--- src/logic/ddrsd_map.svh ---
// Register offsets, field positions and reset values of the strobe block
`ifndef DDRSD_MAP_SVH
`define DDRSD_MAP_SVH

// Word offsets on the Wishbone bus (byte addresses)
`define DDRSD_ADR_CTRL        8'h00
`define DDRSD_ADR_STATUS      8'h04
`define DDRSD_ADR_EQ          8'h08
`define DDRSD_ADR_CAP_LO      8'h0c
`define DDRSD_ADR_CAP_HI      8'h10

// Control word fields
`define DDRSD_CTRL_X2_BIT     0
`define DDRSD_CTRL_STSEL_BIT  1
`define DDRSD_CTRL_STDLY_LSB  8
`define DDRSD_CTRL_STDLY_MSB  15
`define DDRSD_STDLY_RESET     8'h00

// Status word fields
`define DDRSD_ST_VALID_BIT    0
`define DDRSD_ST_PREAMB_BIT   1
`define DDRSD_ST_POL_BIT      2
`define DDRSD_ST_X2_BIT       3
`define DDRSD_ST_WDLY_LSB     8
`define DDRSD_ST_WDLY_MSB     15
`define DDRSD_ST_CODE_LSB     16
`define DDRSD_ST_CODE_MSB     22

// Delay line and write delay setting layout
`define DDRSD_TAPS            128
`define DDRSD_STEP_PS         25
`define DDRSD_INVERT_BIT      7
`define DDRSD_EQ_RESET        2'h0

`endif

--- src/logic/ddrsd_pkg.sv ---
// Types shared by the strobe delay and control block
`default_nettype none
package ddrsd_pkg;
	// Seven-bit calibration code from a delay-locked loop
	typedef logic [6:0] ddrsd_code_t;
	// Eight-bit write delay setting: invert flag over a tap number
	typedef logic [7:0] ddrsd_wdelay_t;
	// Write gearing phase, Gray coded around the loop
	typedef enum logic [1:0] {
		DDRSD_GEAR_0 = 2'h0,
		DDRSD_GEAR_1 = 2'h1,
		DDRSD_GEAR_2 = 2'h3,
		DDRSD_GEAR_3 = 2'h2
	} ddrsd_gear_t;
endpackage : ddrsd_pkg
`default_nettype wire

--- src/logic/ddr_strobe_delay_control.sv ---
// Strobe delay and control logic for one DDR strobe group
//
// Local design decisions: register access over Wishbone and the register addresses.
`default_nettype none
`include "ddrsd_map.svh"

module ddr_strobe_delay_control #(
	parameter int DQ_WIDTH    = 11,  // Data pads in the group
	parameter int BANK        = 0,   // Bank holding the strobe pin
	parameter bit BOTTOM_EDGE = 1'b0 // Group sits on the bottom edge
) (
	input  wire logic                    sys_clk,
	input  wire logic                    rst,
	input  wire logic                    globalSetResetN,
	input  wire logic [7:0]              wb_adr_i,
	input  wire logic [31:0]             wb_dat_i,
	input  wire logic [3:0]              wb_sel_i,
	input  wire logic                    wb_we_i,
	input  wire logic                    wb_cyc_i,
	input  wire logic                    wb_stb_i,
	output logic [31:0]                  wb_dat_o,
	output logic                         wb_ack_o,
	input  wire logic                    rawStrobeIn,
	input  wire logic [DQ_WIDTH-1:0]     dqIn,
	input  wire ddrsd_pkg::ddrsd_code_t  leftDllCode,
	input  wire ddrsd_pkg::ddrsd_code_t  rightDllCode,
	input  wire logic                    readActive,
	input  wire logic                    writeActive,
	input  wire ddrsd_pkg::ddrsd_wdelay_t dynamicWriteDelay,
	output logic                         delayedReadStrobe,
	output logic                         syncClockPolarity,
	output logic                         gearboxTransferEnable,
	output logic                         writeGearClockA,
	output logic                         writeGearClockB,
	output logic                         strobeOut,
	output logic                         strobeOe,
	output logic                         captureValidFlag,
	output logic                         preambleDetect,
	output logic [2*DQ_WIDTH-1:0]        eqSetting
);

	localparam int W     = DQ_WIDTH;
	localparam int TAPS  = `DDRSD_TAPS;
	// Banks served by the left loop; banks 1 to 3 take the right loop
	localparam bit LEFT  = (BANK == 0) || (BANK == 7) || (BANK == 6);
	localparam bit RIGHT = (BANK == 1) || (BANK == 2) || (BANK == 3);

	// Refuse group sizes and banks that have no strobe delay path
	if (W != 10 && W != 11) begin : gWidthCheck
		$error("DQ_WIDTH must be 10 or 11");
	end
	if (!LEFT && !RIGHT) begin : gBankCheck
		$error("BANK has no strobe delay loop");
	end

	// Merges a bus write into an old word under the byte selects
	function automatic logic [31:0] busMerge(input logic [31:0] old,
		input logic [31:0] data, input logic [3:0] sel);
		logic [31:0] res;
		res = old;
		for (int i = 0; i < 4; i++) begin
			if (sel[i]) begin
				res[8*i +: 8] = data[8*i +: 8];
			end
		end
		return res;
	endfunction : busMerge

	// Word decode of a bus address against a register offset
	function automatic logic hitAt(input logic [7:0] adr,
		input logic [7:0] off);
		return adr[7:2] == off[7:2];
	endfunction : hitAt

	// Synchronisers for pins from outside the clock domain
	logic [1:0]   gsrSync;              // Global reset, active low
	logic [1:0]   strobeSync;           // Raw strobe samples
	logic [W-1:0] dqMeta;               // Data first stage
	logic [W-1:0] dqSync;               // Data second stage
	logic         coreRst;              // Combined block reset

	// Two flip-flops each; only the second stage is read by logic
	always_ff @(posedge sys_clk) begin
		if (rst) begin
			gsrSync    <= 2'h3;
			strobeSync <= 2'h0;
			dqMeta     <= '0;
			dqSync     <= '0;
		end else begin
			gsrSync    <= {gsrSync[0], globalSetResetN};
			strobeSync <= {strobeSync[0], rawStrobeIn};
			dqMeta     <= dqIn;
			dqSync     <= dqMeta;
		end
	end

	// Global set/reset acts like the block reset once synchronised
	assign coreRst = rst | ~gsrSync[1];

	// Pad bias pulls the idle strobe high, so a level high reads
	// as preamble while nobody drives the line
	assign preambleDetect = strobeSync[1];

	// Bus-visible configuration
	logic                     x2Mode, next_x2Mode;       // Gearbox x2
	logic                     staticSel, next_staticSel; // Use static
	ddrsd_pkg::ddrsd_wdelay_t staticDelay, next_staticDelay;
	logic [2*W-1:0]           next_eqSetting;           // Per pad eq
	logic                     next_ack;
	logic [31:0]              next_datOut;
	logic                     busHit;                   // New request
	logic                     capRead;                  // Clears valid
	logic [31:0]              ctrlWord, ctrlNew;
	logic [31:0]              statusWord;
	logic [31:0]              eqNew;

	// Read side state
	ddrsd_pkg::ddrsd_code_t   dllCode;                  // Selected code
	logic [TAPS-1:0]          rdLine, next_rdLine;      // Strobe taps
	logic                     next_delayed;
	logic                     delayedPrev;              // Edge finder
	logic [W-1:0]             riseReg, next_riseReg;    // First stage
	logic [W-1:0]             fallReg, next_fallReg;
	logic [4*W-1:0]           stage2, next_stage2;      // Second stage
	logic                     pairOdd, next_pairOdd;    // X2 pairing
	logic                     next_transfer;
	logic                     next_valid;
	logic                     next_polarity;
	logic                     readPrev;
	logic                     riseEdge, fallEdge, transfer;
	logic [2*W-1:0]           pair;

	// Write side state
	ddrsd_pkg::ddrsd_gear_t   gear, next_gear;          // Divider phase
	logic [TAPS-1:0]          wrLine, next_wrLine;      // Clock taps
	ddrsd_pkg::ddrsd_wdelay_t applied, next_applied;    // Live setting
	ddrsd_pkg::ddrsd_wdelay_t wanted;
	logic                     curOut, candOut;
	logic                     next_strobeOut, next_strobeOe;

	// Left or right loop code, fixed by the bank at build time
	assign dllCode = LEFT ? leftDllCode : rightDllCode;

	// Assemble the words software sees
	always_comb begin
		ctrlWord = '0;
		ctrlWord[`DDRSD_CTRL_X2_BIT]    = x2Mode;
		ctrlWord[`DDRSD_CTRL_STSEL_BIT] = staticSel;
		ctrlWord[`DDRSD_CTRL_STDLY_MSB:`DDRSD_CTRL_STDLY_LSB] = staticDelay;
		statusWord = '0;
		statusWord[`DDRSD_ST_VALID_BIT]  = captureValidFlag;
		statusWord[`DDRSD_ST_PREAMB_BIT] = preambleDetect;
		statusWord[`DDRSD_ST_POL_BIT]    = syncClockPolarity;
		statusWord[`DDRSD_ST_X2_BIT]     = x2Mode;
		statusWord[`DDRSD_ST_WDLY_MSB:`DDRSD_ST_WDLY_LSB] = applied;
		statusWord[`DDRSD_ST_CODE_MSB:`DDRSD_ST_CODE_LSB] = dllCode;
	end

	// Wishbone slave: one wait state, ack for exactly one cycle
	always_comb begin
		busHit           = wb_cyc_i & wb_stb_i & ~wb_ack_o;
		next_ack         = busHit;
		next_datOut      = wb_dat_o;
		next_x2Mode      = x2Mode;
		next_staticSel   = staticSel;
		next_staticDelay = staticDelay;
		next_eqSetting   = eqSetting;
		ctrlNew          = busMerge(ctrlWord, wb_dat_i, wb_sel_i);
		eqNew            = busMerge({{(32-2*W){1'b0}}, eqSetting},
			wb_dat_i, wb_sel_i);
		capRead          = busHit & ~wb_we_i
			& hitAt(wb_adr_i, `DDRSD_ADR_CAP_LO);
		if (busHit && wb_we_i) begin
			// Writes land only on writable words; others are dropped
			if (hitAt(wb_adr_i, `DDRSD_ADR_CTRL)) begin
				next_x2Mode    = ctrlNew[`DDRSD_CTRL_X2_BIT];
				next_staticSel = ctrlNew[`DDRSD_CTRL_STSEL_BIT];
				next_staticDelay =
					ctrlNew[`DDRSD_CTRL_STDLY_MSB:`DDRSD_CTRL_STDLY_LSB];
			end else if (hitAt(wb_adr_i, `DDRSD_ADR_EQ)) begin
				next_eqSetting = eqNew[2*W-1:0];
			end
			next_datOut = '0;
		end else if (busHit) begin
			// Reads; unmapped words answer zero
			if (hitAt(wb_adr_i, `DDRSD_ADR_CTRL)) begin
				next_datOut = ctrlWord;
			end else if (hitAt(wb_adr_i, `DDRSD_ADR_STATUS)) begin
				next_datOut = statusWord;
			end else if (hitAt(wb_adr_i, `DDRSD_ADR_EQ)) begin
				next_datOut = {{(32-2*W){1'b0}}, eqSetting};
			end else if (capRead) begin
				next_datOut = {{(32-2*W){1'b0}}, stage2[2*W-1:0]};
			end else if (hitAt(wb_adr_i, `DDRSD_ADR_CAP_HI)) begin
				next_datOut = {{(32-2*W){1'b0}}, stage2[4*W-1:2*W]};
			end else begin
				next_datOut = '0;
			end
		end
	end

	// Bus registers
	always_ff @(posedge sys_clk) begin
		if (coreRst) begin
			wb_ack_o    <= 1'b0;
			wb_dat_o    <= '0;
			x2Mode      <= 1'b0;
			staticSel   <= 1'b0;
			staticDelay <= `DDRSD_STDLY_RESET;
			eqSetting   <= {W{`DDRSD_EQ_RESET}};
		end else begin
			wb_ack_o    <= next_ack;
			wb_dat_o    <= next_datOut;
			x2Mode      <= next_x2Mode;
			staticSel   <= next_staticSel;
			staticDelay <= next_staticDelay;
			eqSetting   <= next_eqSetting;
		end
	end

	// Read side: tap delay of the strobe, capture and hand-over
	always_comb begin
		next_rdLine  = {rdLine[TAPS-2:0], strobeSync[1]};
		// Loop code counts taps for a quarter strobe period
		next_delayed = rdLine[dllCode];
		riseEdge     = delayedReadStrobe & ~delayedPrev;
		fallEdge     = ~delayedReadStrobe & delayedPrev;
		// Same delayed strobe edges sample every pad of the group
		next_riseReg = riseEdge ? dqSync : riseReg;
		if (BOTTOM_EDGE) begin
			// One plain input register, no double-rate pair
			next_fallReg = '0;
			pair         = {{W{1'b0}}, dqSync};
			transfer     = riseEdge;
		end else begin
			next_fallReg = fallEdge ? dqSync : fallReg;
			pair         = {dqSync, riseReg};
			// In x2 mode the second stage loads every other pair
			transfer     = fallEdge & (~x2Mode | pairOdd);
		end
		next_pairOdd  = (fallEdge && x2Mode) ? ~pairOdd : pairOdd;
		next_transfer = transfer;
		if (transfer) begin
			next_stage2 = x2Mode ? {stage2[2*W-1:0], pair}
				: {{(2*W){1'b0}}, pair};
		end else begin
			next_stage2 = stage2;
		end
		// Only data captured during a marked read counts as valid;
		// a new capture beats a clearing read in the same cycle
		next_valid = (transfer & readActive)
			| (captureValidFlag & ~capRead);
		// Polarity follows the strobe phase at the start of a read
		// so the sync registers sample away from strobe edges
		if (readActive && !readPrev) begin
			next_polarity = ~delayedReadStrobe;
		end else begin
			next_polarity = syncClockPolarity;
		end
	end

	// Read side registers
	always_ff @(posedge sys_clk) begin
		if (coreRst) begin
			rdLine                <= '0;
			delayedReadStrobe     <= 1'b0;
			delayedPrev           <= 1'b0;
			riseReg               <= '0;
			fallReg               <= '0;
			stage2                <= '0;
			pairOdd               <= 1'b0;
			gearboxTransferEnable <= 1'b0;
			captureValidFlag      <= 1'b0;
			syncClockPolarity     <= 1'b0;
			readPrev              <= 1'b0;
		end else begin
			rdLine                <= next_rdLine;
			delayedReadStrobe     <= next_delayed;
			delayedPrev           <= delayedReadStrobe;
			riseReg               <= next_riseReg;
			fallReg               <= next_fallReg;
			stage2                <= next_stage2;
			pairOdd               <= next_pairOdd;
			gearboxTransferEnable <= next_transfer;
			captureValidFlag      <= next_valid;
			syncClockPolarity     <= next_polarity;
			readPrev              <= readActive;
		end
	end

	// Write side: gearing divider, tap line and delay selection
	always_comb begin
		// Gray walk; clock B leads clock A by one quarter
		unique case (gear)
			ddrsd_pkg::DDRSD_GEAR_0: next_gear = ddrsd_pkg::DDRSD_GEAR_1;
			ddrsd_pkg::DDRSD_GEAR_1: next_gear = ddrsd_pkg::DDRSD_GEAR_2;
			ddrsd_pkg::DDRSD_GEAR_2: next_gear = ddrsd_pkg::DDRSD_GEAR_3;
			ddrsd_pkg::DDRSD_GEAR_3: next_gear = ddrsd_pkg::DDRSD_GEAR_0;
		endcase
		next_wrLine = {wrLine[TAPS-2:0], writeGearClockA};
		// Controller leveling value unless the static value is chosen
		wanted  = staticSel ? staticDelay
			: dynamicWriteDelay;
		// Tap from the low bits, optional inversion from the top bit
		curOut  = wrLine[applied[6:0]]
			^ applied[`DDRSD_INVERT_BIT];
		candOut = wrLine[wanted[6:0]] ^ wanted[`DDRSD_INVERT_BIT];
		// Switch only where old and new paths agree, so no runt
		// pulse reaches the pad; a setting whose output never agrees
		// with the current one is never applied
		if (wanted != applied && candOut == curOut) begin
			next_applied   = wanted;
			next_strobeOut = candOut;
		end else begin
			next_applied   = applied;
			next_strobeOut = curOut;
		end
		next_strobeOe = writeActive;
	end

	// Write side registers; gearing clocks come straight off flops
	always_ff @(posedge sys_clk) begin
		if (coreRst) begin
			gear            <= ddrsd_pkg::DDRSD_GEAR_0;
			writeGearClockA <= 1'b0;
			writeGearClockB <= 1'b0;
			wrLine          <= '0;
			applied         <= '0;
			strobeOut       <= 1'b0;
			strobeOe        <= 1'b0;
		end else begin
			gear            <= next_gear;
			writeGearClockA <= next_gear[1];
			writeGearClockB <= next_gear[0];
			wrLine          <= next_wrLine;
			applied         <= next_applied;
			// Shifted strobe feeds only the strobe pad drivers
			strobeOut       <= next_strobeOut;
			strobeOe        <= next_strobeOe;
		end
	end

endmodule : ddr_strobe_delay_control
`default_nettype wire

--- config.mk ---
export PLATFORM = sky130hd
export DESIGN_NAME = ddr_strobe_delay_control
export DESIGN_NICKNAME = d
export VERILOG_FILES = /design/src/logic/ddrsd_pkg.sv /design/src/logic/ddr_strobe_delay_control.sv
export VERILOG_INCLUDE_DIRS = /design/src /design/src/logic
export SDC_FILE = /design/constraint.sdc
export NUM_CORES = 1
export LEC_CHECK = 0
export BUFFER_PORTS_ARGS = -buffer_cell sky130_fd_sc_hd__buf_2
export CORE_MARGIN = 1.5
export CORE_UTILIZATION = 30
export CTS_CLUSTER_DIAMETER = 150
export DETAILED_ROUTE_END_ITERATION = 8
export GPL_TIMING_DRIVEN = 0
export PLACE_DENSITY_LB_ADDON = 0.3
export SYNTH_ARGS = -nofsm -noshare
export SYNTH_HDL_FRONTEND = slang
export SYNTH_SLANG_ARGS = --single-unit
--- constraint.sdc ---
create_clock -name sys_clk -period 4.7 [get_ports sys_clk]
set_input_delay 0.94 -clock sys_clk [delete_from_list [all_inputs] [get_ports sys_clk]]
set_output_delay 0.94 -clock sys_clk [all_outputs]
set_load 0.005 [all_outputs]
Word-level counts from Yosys, hierarchy flattened
Index checks and enable logic that the tools add are counted.
{"block": "totals", "regBits": 423, "input_bits": 86, "out_inout_bits": 64, "elab_cells": 92}
{"block": "classes", "order_cmp": 3, "eq_ne": 9, "muxes": 15, "n_bitwise": 23, "n_reduce_logical": 13}
{"cell": "22-bit 2-to-1 mux", "n": 3}
{"cell": "23-bit 2-to-1 mux", "n": 2}
{"cell": "44-bit 2-to-1 mux", "n": 1}
{"cell": "7-bit by 8-bit < comparator with 1-bit output, second input constant", "n": 3}
{"cell": "1-bit binary-select mux with 7-bit select", "n": 3}
{"cell": "6-bit by 2-bit equality test with 1-bit output, second input constant", "n": 2}
{"cell": "4-bit AND reduction", "n": 3}
{"cell": "1-bit bitwise AND", "n": 9}
{"cell": "1-bit inverter", "n": 9}
{"cell": "8-bit 2-to-1 mux", "n": 1}
{"cell": "8-bit != test", "n": 1}
{"cell": "2-bit case mux with 4 select lines", "n": 1}
{"cell": "6-bit by 1-bit equality test with 1-bit output, second input constant", "n": 1}
{"cell": "6-bit by 3-bit equality test with 1-bit output, second input constant", "n": 1}
{"cell": "6-bit logical NOT", "n": 1}
{"cell": "3-bit AND reduction", "n": 2}
{"cell": "2-bit equality test, second input constant", "n": 2}
{"cell": "1-bit logical AND", "n": 4}
{"cell": "1-bit 2-to-1 mux", "n": 4}
{"cell": "1-bit bitwise OR", "n": 3}
{"cell": "2-bit by 1-bit equality test with 1-bit output, second input constant", "n": 1}
{"cell": "2-bit logical NOT", "n": 1}
{"cell": "2-bit OR reduction", "n": 1}
{"cell": "1-bit XOR", "n": 2}
{"cell": "other kinds (2)", "n": 2}

Depth between registers and ports, before layout
Gate-level depths: netlist of run 1.
{"block": "depth", "ltp_word": 8, "mapped_depth": 13, "ltp_nobuf": 9}

Worst setup path after synthesis of run 1
Ideal clock, no wire load.
{"block": "synth_timing", "path_type": "in2reg", "from": "in leftDllCode[0]", "to": "reg delayedReadStrobe", "arrival_time_ns": 3.386, "t_required_ns": 4.572, "path_slack_ns": 1.186, "stages": 7, "path_cell_list": "clkbuf_1 -> buf_1 -> mux4_2 -> mux4_2 -> mux4_2 -> mux2i_1 -> nor2_1"}
{"block": "synth_between", "elab_chain_len": 2}
{"item": "start: declaration", "line_no": "ddr_strobe_delay_control.sv:25", "text": "input wire ddrsd_pkg::ddrsd_code_t leftDllCode,"}
{"item": "1-bit binary-select mux with 7-bit select", "line_no": "ddr_strobe_delay_control.sv:225", "text": "next_delayed = rdLine[dllCode];"}
{"item": "1-bit 2-to-1 mux (not written as such)", "line_no": "ddr_strobe_delay_control.sv:225"}
{"item": "end signal: assignment", "line_no": "ddr_strobe_delay_control.sv:278", "text": "delayedReadStrobe <= next_delayed;"}
{"item": "end: declaration", "line_no": "ddr_strobe_delay_control.sv:30", "text": "output logic delayedReadStrobe,"}
Every way passes these cells. The select of a mux whose other input is x is not followed.
A chain may end at the register's enable or synchronous reset.

Worst setup path after layout of run 1
{"block": "layout_timing", "from": "reg staticSel", "to": "reg applied[4]"}
{"block": "layout_between", "elab_chain_len": 6, "word_cells_on_any_way": 7}
{"item": "start: declaration", "line_no": "ddr_strobe_delay_control.sv:106", "text": "logic staticSel, next_staticSel;"}
{"item": "start signal: assignment", "line_no": "ddr_strobe_delay_control.sv:215", "text": "staticSel <= next_staticSel;"}
{"item": "8-bit 2-to-1 mux (*)", "line_no": "ddr_strobe_delay_control.sv:302", "text": "wanted = staticSel ? staticDelay"}
{"item": "1-bit binary-select mux with 7-bit select", "line_no": "ddr_strobe_delay_control.sv:307", "text": "candOut = wrLine[wanted[6:0]] ^ wanted[`DDRSD_INVERT_BIT];"}
{"item": "1-bit 2-to-1 mux (not written as such)", "line_no": "ddr_strobe_delay_control.sv:307"}
{"item": "1-bit XOR", "line_no": "ddr_strobe_delay_control.sv:307"}
{"item": "1-bit equality test", "line_no": "ddr_strobe_delay_control.sv:311", "text": "if (wanted != applied && candOut == curOut) begin"}
{"item": "1-bit logical AND", "line_no": "ddr_strobe_delay_control.sv:311"}
{"item": "end signal: assignment", "line_no": "ddr_strobe_delay_control.sv:336", "text": "applied <= next_applied;"}
{"item": "end: declaration", "line_no": "ddr_strobe_delay_control.sv:136", "text": "ddrsd_pkg::ddrsd_wdelay_t applied, next_applied;"}
Mark *: on every way between the ends. The rest lies on a longest branch, timed or not. The select of a mux whose other input is x is not followed.

==> impl_metrics.ini, run 1 <==
[sta]
finalClockSkew_ps = 14.95
worstMarginPinSlew_ps = 1462
rsz0062_at_grt = no
slew_viol_final = 0
max_clock_freq_ghz = 0.2568
setup_violations = 0
slew_headroom = 0.02524
final.setup.tns_ps = 0
timing.final.hold_violations = 0
fin_crit_ps = 3893
fin_crit_sh = 0.8284

[clock_tree]
cts_tree = done
cts.sinks = 412
numCtsBuffers = 43
clk_latency_ps = 570
htreeDepth = 2
clkTransAtPathRegs_ps = 60
clockBufferDepth = 3
cts-resized-gates = 0
cts_hold_buf = 0
clock-root-buffer = clkbuf_16
cts_setup_buffers = 0

[yosys]
synth_xor_area_frac = 0.005117
netlist_instances = 1769
yosysTopAreaCell = dfxtp_1
synth-seq-area-share = 0.4819
synthAdderAreaFrac = 0
synth_ff_type = dfxtp_1
synth_area_per_cell_um2 = 9.675
synth_compound_area_frac = 0.1391
netlist_top_cells_area = dfxtp_1 48%, and2_1 9.3%, mux4_2 9.1%
synthMuxAreaShare = 0.1173
synth.ff_latch_count = 412
synth_top_family_by_area = simple AND/OR/NAND/NOR gates
yosysWarnings = 0
synthSimpleGateAreaFrac = 0.2131
synth_top_area_frac = 0.4819
netlist_top_cells_count = 412 x dfxtp_1, 254 x and2_1, 173 x nand2_1, 160 x nor2_1, 112 x a21oi_1
async_flop_share = 0
synth_edf_count = 0
synth.most_common_cell = dfxtp_1
synth_area_um2 = 17120
yosysUniqueCellTypes = 68

[place]
dp_hpwl_mm = 39.20
port_buffers = 115
gp_congestion = 0.9104

[detailed_routing]
postRouteAntennaNets = 0
wl_per_cell_um = 19.79
drt_iter0_drc = 1049
vias_per_cell = 5.153
drtPass1Iterations = 6
drt-total-wl_mm = 53.93
drc = 0
vias = 14050

[power_and_ir_drop]
vdd_ir_drop_max_mv = 0.2564
power_density_nw_per_um2 = 378.8
total_leakage_power_nw = 7.402
power_mw = 7.580

[setup_path]
path_class = reg -> reg
crit_chain = buf_4 -> mux2i_1 -> clkbuf_1 -> o21ai_0 -> a21oi_1 -> nand4_1 -> and4_1 -> a22oi_2 -> buf_6 -> o2bb2ai_1 -> nand2_1
max_stage_delay_ps = 830
cp_max_fo = 10
crit_arrival_ps = 4340
start_kind = flop
cpMaxStageDelayCell = mux2i_1
cp.required_ps = 5150
end_kind = flop

[global_routing]
grt.total_usage = 0.1809
overflow = 0
grt_antenna_before_repair = 5
grt_max_degree = 14
grt_pass1_wl_mm = 82.80
grt_pass1_vias = 13800

[die]
die_y_um = 241.9
start_util = 0.3035
num_rows = 87
io_pins = 150
die_x_um = 241.9
dieArea_um2 = 58490
coreArea_um2 = 56390

[worst_hold_path]
min_path_type = reg -> reg

[final_layout]
nets = 2025
fillers = 5826
fin_util = 0.3549
drive_above_1_share = 0.1569
area_delta_synth_final_pct = 16.92

[outcome]
status = finished clean

[flow_run]
max_cap_violations = 0
worst max-delay path, delay by kind of cell (launching register included):
family / cells / cell delay (ps)
AO/OA/AOI/OAI: 4 / 1050
multiplexers: 1 / 830
AND/OR/NAND/NOR: 3 / 450
buffers and inverters: 3 / 1020
flip-flops: 1 / 430
stage by stage:
step	worst slack (ps)	cell area, um2	instances	hold WS (ps)
after floorplan	1186	17150	1777	389.5
after global placement	492.6	18670	2648	413.3
after detailed placement	474.5	18680	2650	406.3
after CTS	844.1	20000	2725	423.0
after global routing	709.0	20010	2726	430.5
final	806.7	20010	2726	419.4
flip-flops by register name (all words and copies together), names as in the netlist, 11 cells and up:
signal,flops
wb_dat_o,23
dqSync,11
riseReg,11
stage2,44
eqSetting,22
rdLine,128
dqMeta,11
wrLine,128
worst paths after layout:
| kind | start | end | cells past startpoint | slack (ps) |
|---|---|---|---|---|
| worst max register to register | staticSel | applied[4] | 11 | 810 |
| worst max-delay path | staticSel | applied[4] | 11 | 810 |
| worst min register to register | gsrSync[0] | gsrSync[1] | 1 | 420 |
| worst min-delay path | gsrSync[0] | gsrSync[1] | 1 | 420 |
layout make-up:
cell class | count | area [um2] | share of cell area
Sequential cell | 412 | 8248 | 0.4122
Multi-Input combinational cell | 1198 | 8163 | 0.4079
Clock buffer | 65 | 1249 | 0.06240
Tap cell | 756 | 945.9 | 0.04727
Buffer | 144 | 653.1 | 0.03264
Timing Repair Buffer | 117 | 590.6 | 0.02951
Inverter | 23 | 86.33 | 0.004314
Clock inverter | 10 | 72.57 | 0.003627
Antenna cell | 1 | 2.502 | 0.0001251
layer usage:
layer / global-route usage / part of all wire
met5: 0 / 0.00063
met4: 0.06452 / 0.030
met3: 0.04262 / 0.082
met2: 0.2819 / 0.44
met1: 0.2441 / 0.44
cells in the final DEF (no fill, tap or decap), drive strengths merged, types with 16 or more instances in the layout:
master	Yosys	final
o211ai	27	27
o21ai	52	52
nand3	27	27
o22ai	31	31
nand2	174	174
a21oi	113	113
and2	255	255
dfxtp	412	412
clkbuf	102	167
inv	23	23
a22oi	34	34
mux2i	21	21
a221oi	31	31
buf	42	159
mux4	76	76
nor2b	37	37
a211oi	17	17
nor2	160	160
nor3	16	16
logic make-up after synthesis:
logic type | after synthesis
buf+inv | 167
compound gates | 358
other cells | 1
xor+xnor | 10
simple gates | 719
mux | 102
flops | 412
where the power goes:
part           internal, mW  leakage, nW  switching (mW)
clock network          1.83        0.655            1.40
logic                 0.272         3.42           0.520
registers              3.53         3.33          0.0269
No activity file was read; power rests on OpenSTA's default activity.
==> run 2: changes to the inputs <==
Clock period 4.7 ns to 3.7 ns, I/O delays scaled along.
==> run 2 against run 1 <==
  * Worst hold slack got worse by 71 ps
  * Critical endpoint unchanged
  * Non-clock buffer count unchanged
  * Global-route usage about the same
  * Via count about the same
  * Power increased by 27%
  * Largest cell class unchanged
  * Combinational power increased by 26%
==> impl_metrics.ini, run 2 (synthesis results as in run 1) <==
[sta]
max_clock_freq_ghz = 0.2757
slew_viol_final = 0
fin_crit_ps = 3627
fin_crit_sh = 0.9803
finalClockSkew_ps = 15.52
setup_violations = 0
timing.final.hold_violations = 0
worstMarginPinSlew_ps = 1418
rsz0062_at_grt = no
setup_ws_ps = 72.96
slew_headroom = 0.05445

[setup_path]
cpMaxStageDelayCell = a32oi_1
rr_startpoint = staticSel
worstReg2RegEnd = applied[4]
r2r_setup_slack_ps = 70
path_class = reg -> reg
cp.required_ps = 4150
start_kind = flop
cp_max_fo = 10
end_kind = flop
crit_chain = buf_4 -> buf_2 -> a32oi_1 -> a2111oi_0 -> nor4_1 -> a211oi_1 -> a311o_2 -> buf_6 -> o211ai_1 -> nand2_1
cp_top_family = compound AO/OA/AOI/OAI gates
crit_arrival_ps = 4080
max_stage_delay_ps = 1050
reg2reg_depth = 10
worst-path-buf-inv = 3

[final_layout]
final_cell_area_um2 = 20040
top_regs = rdLine: 128 flops, wrLine: 128 flops, stage2: 44 flops
drive_above_1_share = 0.1595
final-seq-area_um2 = 8248
nets = 2025
fillers = 5824
area_delta_synth_final_pct = 17.09
final_cell_mix = 412 x dfxtp_1, 254 x and2_1, 173 x nand2_1, 160 x nor2_1, 129 x buf_2
layout_commonest_cell = dfxtp_1
multi_input_area_um2 = 8188

[outcome]
status = finished clean

[power_and_ir_drop]
power_mw = 9.629
swShare = 0.2563
clkPwrFrac = 0.426
total_leakage_power_nw = 7.418
pwr-share-comb = 0.104
power_density_nw_per_um2 = 480.5
power.internal_mw = 7.162
p_switching_mw = 2.468
seqPwrFrac = 0.470
vdd_ir_drop_max_mv = 0.3266

[worst_hold_path]
min_from = globalSetResetN
min_path_type = in -> reg
holdPathEnd = gsrSync[0]
hold_path_depth = 2

[place]
dp_hpwl_mm = 39.20
dp_worst_setup_slack_ps = -325.5
gp_congestion = 0.9104
port_buffers = 115
place_area_um2 = 18680

[detailed_routing]
vias = 14050
postRouteAntennaNets = 0
wl_per_cell_um = 19.73
vias_per_cell = 5.153
drt_iter0_drc = 1176
drc = 0
drt-total-wl_mm = 53.81
drtPass1Iterations = 6

[clock_tree]
cts_hold_buf = 0
cts.sinks = 412
htreeDepth = 2
clock-root-buffer = clkbuf_16
numCtsBuffers = 43
cts_setup_buffers = 0
cts_tree = done
clkTransAtPathRegs_ps = 60
clockBufferDepth = 3
clk_latency_ps = 570
cts-resized-gates = 1

[flow_run]
max_cap_violations = 0

[global_routing]
grt_pass1_wl_mm = 82.78
grt_pass1_vias = 13800
grt_antenna_before_repair = 5
overflow = 0
grt.total_usage = 0.1809
grt_max_degree = 14

[die]
coreArea_um2 = 56390
die_y_um = 241.9
io_pins = 150
dieArea_um2 = 58490
die_x_um = 241.9
start_util = 0.3035
num_rows = 87
## run 2: worst max-delay path by stage
stage	startpoint	end	slack [ps]	cells after the start
5_1_grt	staticSel	applied[1]	5	10
4_1_cts	staticDelay[0]	applied[4]	30	13
3_3_place_gp	leftDllCode[0]	delayedReadStrobe	-310	7
2_1_floorplan	leftDllCode[0]	delayedReadStrobe	390	7
3_5_place_dp	leftDllCode[0]	delayedReadStrobe	-330	7
6_report	staticSel	applied[4]	70	10
## run 2: area by class of cell
| class | instances | share of cell area |
|---|---|---|
| multi-input combinational | 1198 | 0.4086 |
| clock buffer | 65 | 0.06231 |
| buffer | 144 | 0.03272 |
| timing repair buffer | 117 | 0.02947 |
| antenna | 2 | 0.0002497 |
| tap | 756 | 0.04720 |
| inverter | 23 | 0.004308 |
| sequential | 412 | 0.4116 |
| clock inverter | 10 | 0.003621 |
## run 2: power by group through the flow
stage | Combinational [mW] | Sequential [mW] | Clock, mW
after floorplan | 0.639 | 4.61 | 0
after global placement | 0.971 | 4.62 | 0
after detailed placement | 0.987 | 4.62 | 0
after CTS | 0.990 | 4.52 | 4.19
after global routing | 1.07 | 4.52 | 4.37
final | 1.00 | 4.52 | 4.10
## run 2: per-stage QoR
step	util	TNS (ps)	hold slack, ps	std cells
after floorplan	-	0	389.5	1777
after detailed placement	0.3313	-2380	406.3	2650
after global placement	0.3310	-2542	413.3	2648
final	0.3554	0	347.9	2727
after CTS	0.3548	0	323.9	2725
after global routing	0.3554	0	334.7	2726
## run 2: layer usage
metal | GRT usage | wire (um)
met4 | 0.06452 | 1629
met5 | 0 | 34
met1 | 0.2448 | 23990
met3 | 0.04095 | 4162
met2 | 0.2821 | 23990
==> run 3: changes to the inputs <==
Settings changed: CORE_ASPECT_RATIO from default to 0.7, HOLD_SLACK_MARGIN from default to 0.08, SETUP_SLACK_MARGIN from default to 0.3.
==> run 3 against run 2 <==
  * Worst setup slack better by 320 ps
  * Die area about the same
  * First-iteration DRC count rose by 43%
  * Clock power rose by 7.1%
  * Register-to-register slack improved by 320 ps
  * Critical path depth rose by 2
  * Worst hold slack improved by 28 ps
  * Final area is 2.4% higher
  * Flip-flop and latch count did not move
  * Global-route usage increased by 0.36 points
  * Highest routed layer is now met4
==> impl_metrics.ini, run 3 (synthesis results as in run 1) <==
[power_and_ir_drop]
pwr-share-comb = 0.108
power.internal_mw = 7.510
power_mw = 9.983
total_leakage_power_nw = 7.646
vdd_ir_drop_max_mv = 0.2676
clkPwrFrac = 0.440
p_switching_mw = 2.473
seqPwrFrac = 0.453
swShare = 0.2477
power_density_nw_per_um2 = 486.6

[sta]
slew_headroom = 0.2235
rsz0062_at_grt = no
worstMarginPinSlew_ps = 1154
fin_crit_sh = 0.8950
slew_viol_final = 0
timing.final.hold_violations = 0
whs_ps = 375.7
max_clock_freq_ghz = 0.3020
finalClockSkew_ps = 21.25
fin_crit_ps = 3312
setup_violations = 0

[place]
gp_congestion = 0.9101
dp_hpwl_mm = 40.13
port_buffers = 115

[worst_hold_path]
min_path_type = in -> reg
hold_path_depth = 2
min_from = globalSetResetN
holdPathEnd = gsrSync[0]

[setup_path]
worstReg2RegEnd = applied[0]
reg2reg_depth = 12
worst-path-buf-inv = 3
start_kind = flop
rr_startpoint = staticDelay[1]
cp.required_ps = 4110
max_stage_delay_ps = 460
crit_arrival_ps = 3720
cpMaxStageDelayCell = dfxtp_1
cp_top_family = compound AO/OA/AOI/OAI gates
end_kind = flop
cp_max_fo = 10
path_class = reg -> reg
r2r_setup_slack_ps = 390
crit_chain = clkbuf_4 -> mux2_4 -> buf_2 -> nand2_1 -> a21oi_1 -> a2111oi_4 -> a2111oi_4 -> a211oi_2 -> a311o_2 -> buf_6 -> o211ai_2 -> nand2_1

[detailed_routing]
drc = 0
drtPass1Iterations = 9
wl_per_cell_um = 20.15
vias = 14330
drt_iter0_drc = 1681
vias_per_cell = 5.248
drt-total-wl_mm = 55.03
postRouteAntennaNets = 0

[clock_tree]
clk_latency_ps = 550
numCtsBuffers = 39
cts_hold_buf = 0
cts.sinks = 412
clock-root-buffer = clkbuf_16
clkTransAtPathRegs_ps = 70
htreeDepth = 2
clockBufferDepth = 3
cts_tree = done

[final_layout]
top_regs = rdLine: 128 flops, wrLine: 128 flops, stage2: 44 flops
area_delta_synth_final_pct = 19.88
drive_above_1_share = 0.1844
fillers = 5641
final_cell_mix = 411 x dfxtp_1, 254 x and2_1, 172 x nand2_1, 159 x nor2_1, 124 x buf_2
nets = 2036
layout_commonest_cell = dfxtp_1

[outcome]
status = finished clean

[die]
coreArea_um2 = 56540
dieArea_um2 = 58520
die_y_um = 202.8
die_x_um = 288.5
start_util = 0.3027
num_rows = 73
io_pins = 150

[global_routing]
grt_antenna_before_repair = 8
grt_pass1_vias = 13580
grt_pass1_wl_mm = 82.79
grt_max_degree = 16
overflow = 0
grt.total_usage = 0.1844

[flow_run]
max_cap_violations = 0
-- run 3: power groups by stage --
stage	Clock, mW	Sequential [mW]	Combinational [mW]
after floorplan	0	4.61	0.639
final	4.39	4.52	1.07
after global placement	0	4.62	0.975
after CTS	4.48	4.52	1.01
after global routing	4.69	4.52	1.14
after detailed placement	0	4.62	0.985
-- run 3: worst max path at each step --
stage,startpoint,end,slack [ps],cells past startpoint
floorplan,leftDllCode[0],delayedReadStrobe,390,7
global placement,leftDllCode[0],delayedReadStrobe,-370,7
detailed placement,leftDllCode[0],delayedReadStrobe,-390,7
CTS,staticSel,applied[0],300,12
global route,staticSel,applied[5],260,11
finish,staticDelay[1],applied[0],390,12
-- run 3: stage by stage --
stage                     instances  cell area, um2  utilization  TNS [ps]  worst slack, ps
after floorplan                1777           17150            -         0            386.1
after global placement         2642           18660       0.3300     -2660           -367.7
after detailed placement       2642           18660       0.3300     -2815           -385.8
after CTS                      2718           20280       0.3587         0            301.6
after global routing           2729           20510       0.3628         0            259.8
final                          2731           20520       0.3629         0            388.4
-- run 3: what timing repair did --
item / 4_1_cts / 5_1_grt
setup endpoints to repair: 9 / 8
resized for setup: 32 / 47
buffers inserted: 6 / 11
pin swaps: 3 / 7
-- run 3: worst register-to-register path, stage by stage, from the launching register on --
cell	delay (ps)
dfxtp_1	460
clkbuf_4	310
mux2_4	270
buf_2	290
nand2_1	120
a21oi_1	250
a2111oi_4	100
a2111oi_4	410
a211oi_2	190
a311o_2	440
buf_6	190
o211ai_2	70
nand2_1	100
-- run 3: per-layer routing --
| layer | track usage | wire (um) | vias up | part of all wire |
|---|---|---|---|---|
| li1 | - | - | 6553 | - |
| met1 | 0.2903 | 26320 | 6981 | 0.48 |
| met2 | 0.2436 | 21380 | 703 | 0.39 |
| met3 | 0.04888 | 6244 | 94 | 0.11 |
| met4 | 0.04207 | 1082 | 0 | 0.020 |
| met5 | 0 | 0 | - | 0 |
-- run 3: final cells by class --
cell class                      count  area, um2  area share
Inverter                           23      86.33    0.004208
Clock buffer                       56       1171     0.05708
Tap cell                          750      938.4     0.04573
Sequential cell                   412       8249      0.4020
Multi-Input combinational cell   1198       8377      0.4083
Antenna cell                        2      5.005   0.0002439
Buffer                            144      716.9     0.03494
Timing Repair Buffer              132      728.2     0.03549
Clock inverter                     14      246.5     0.01201
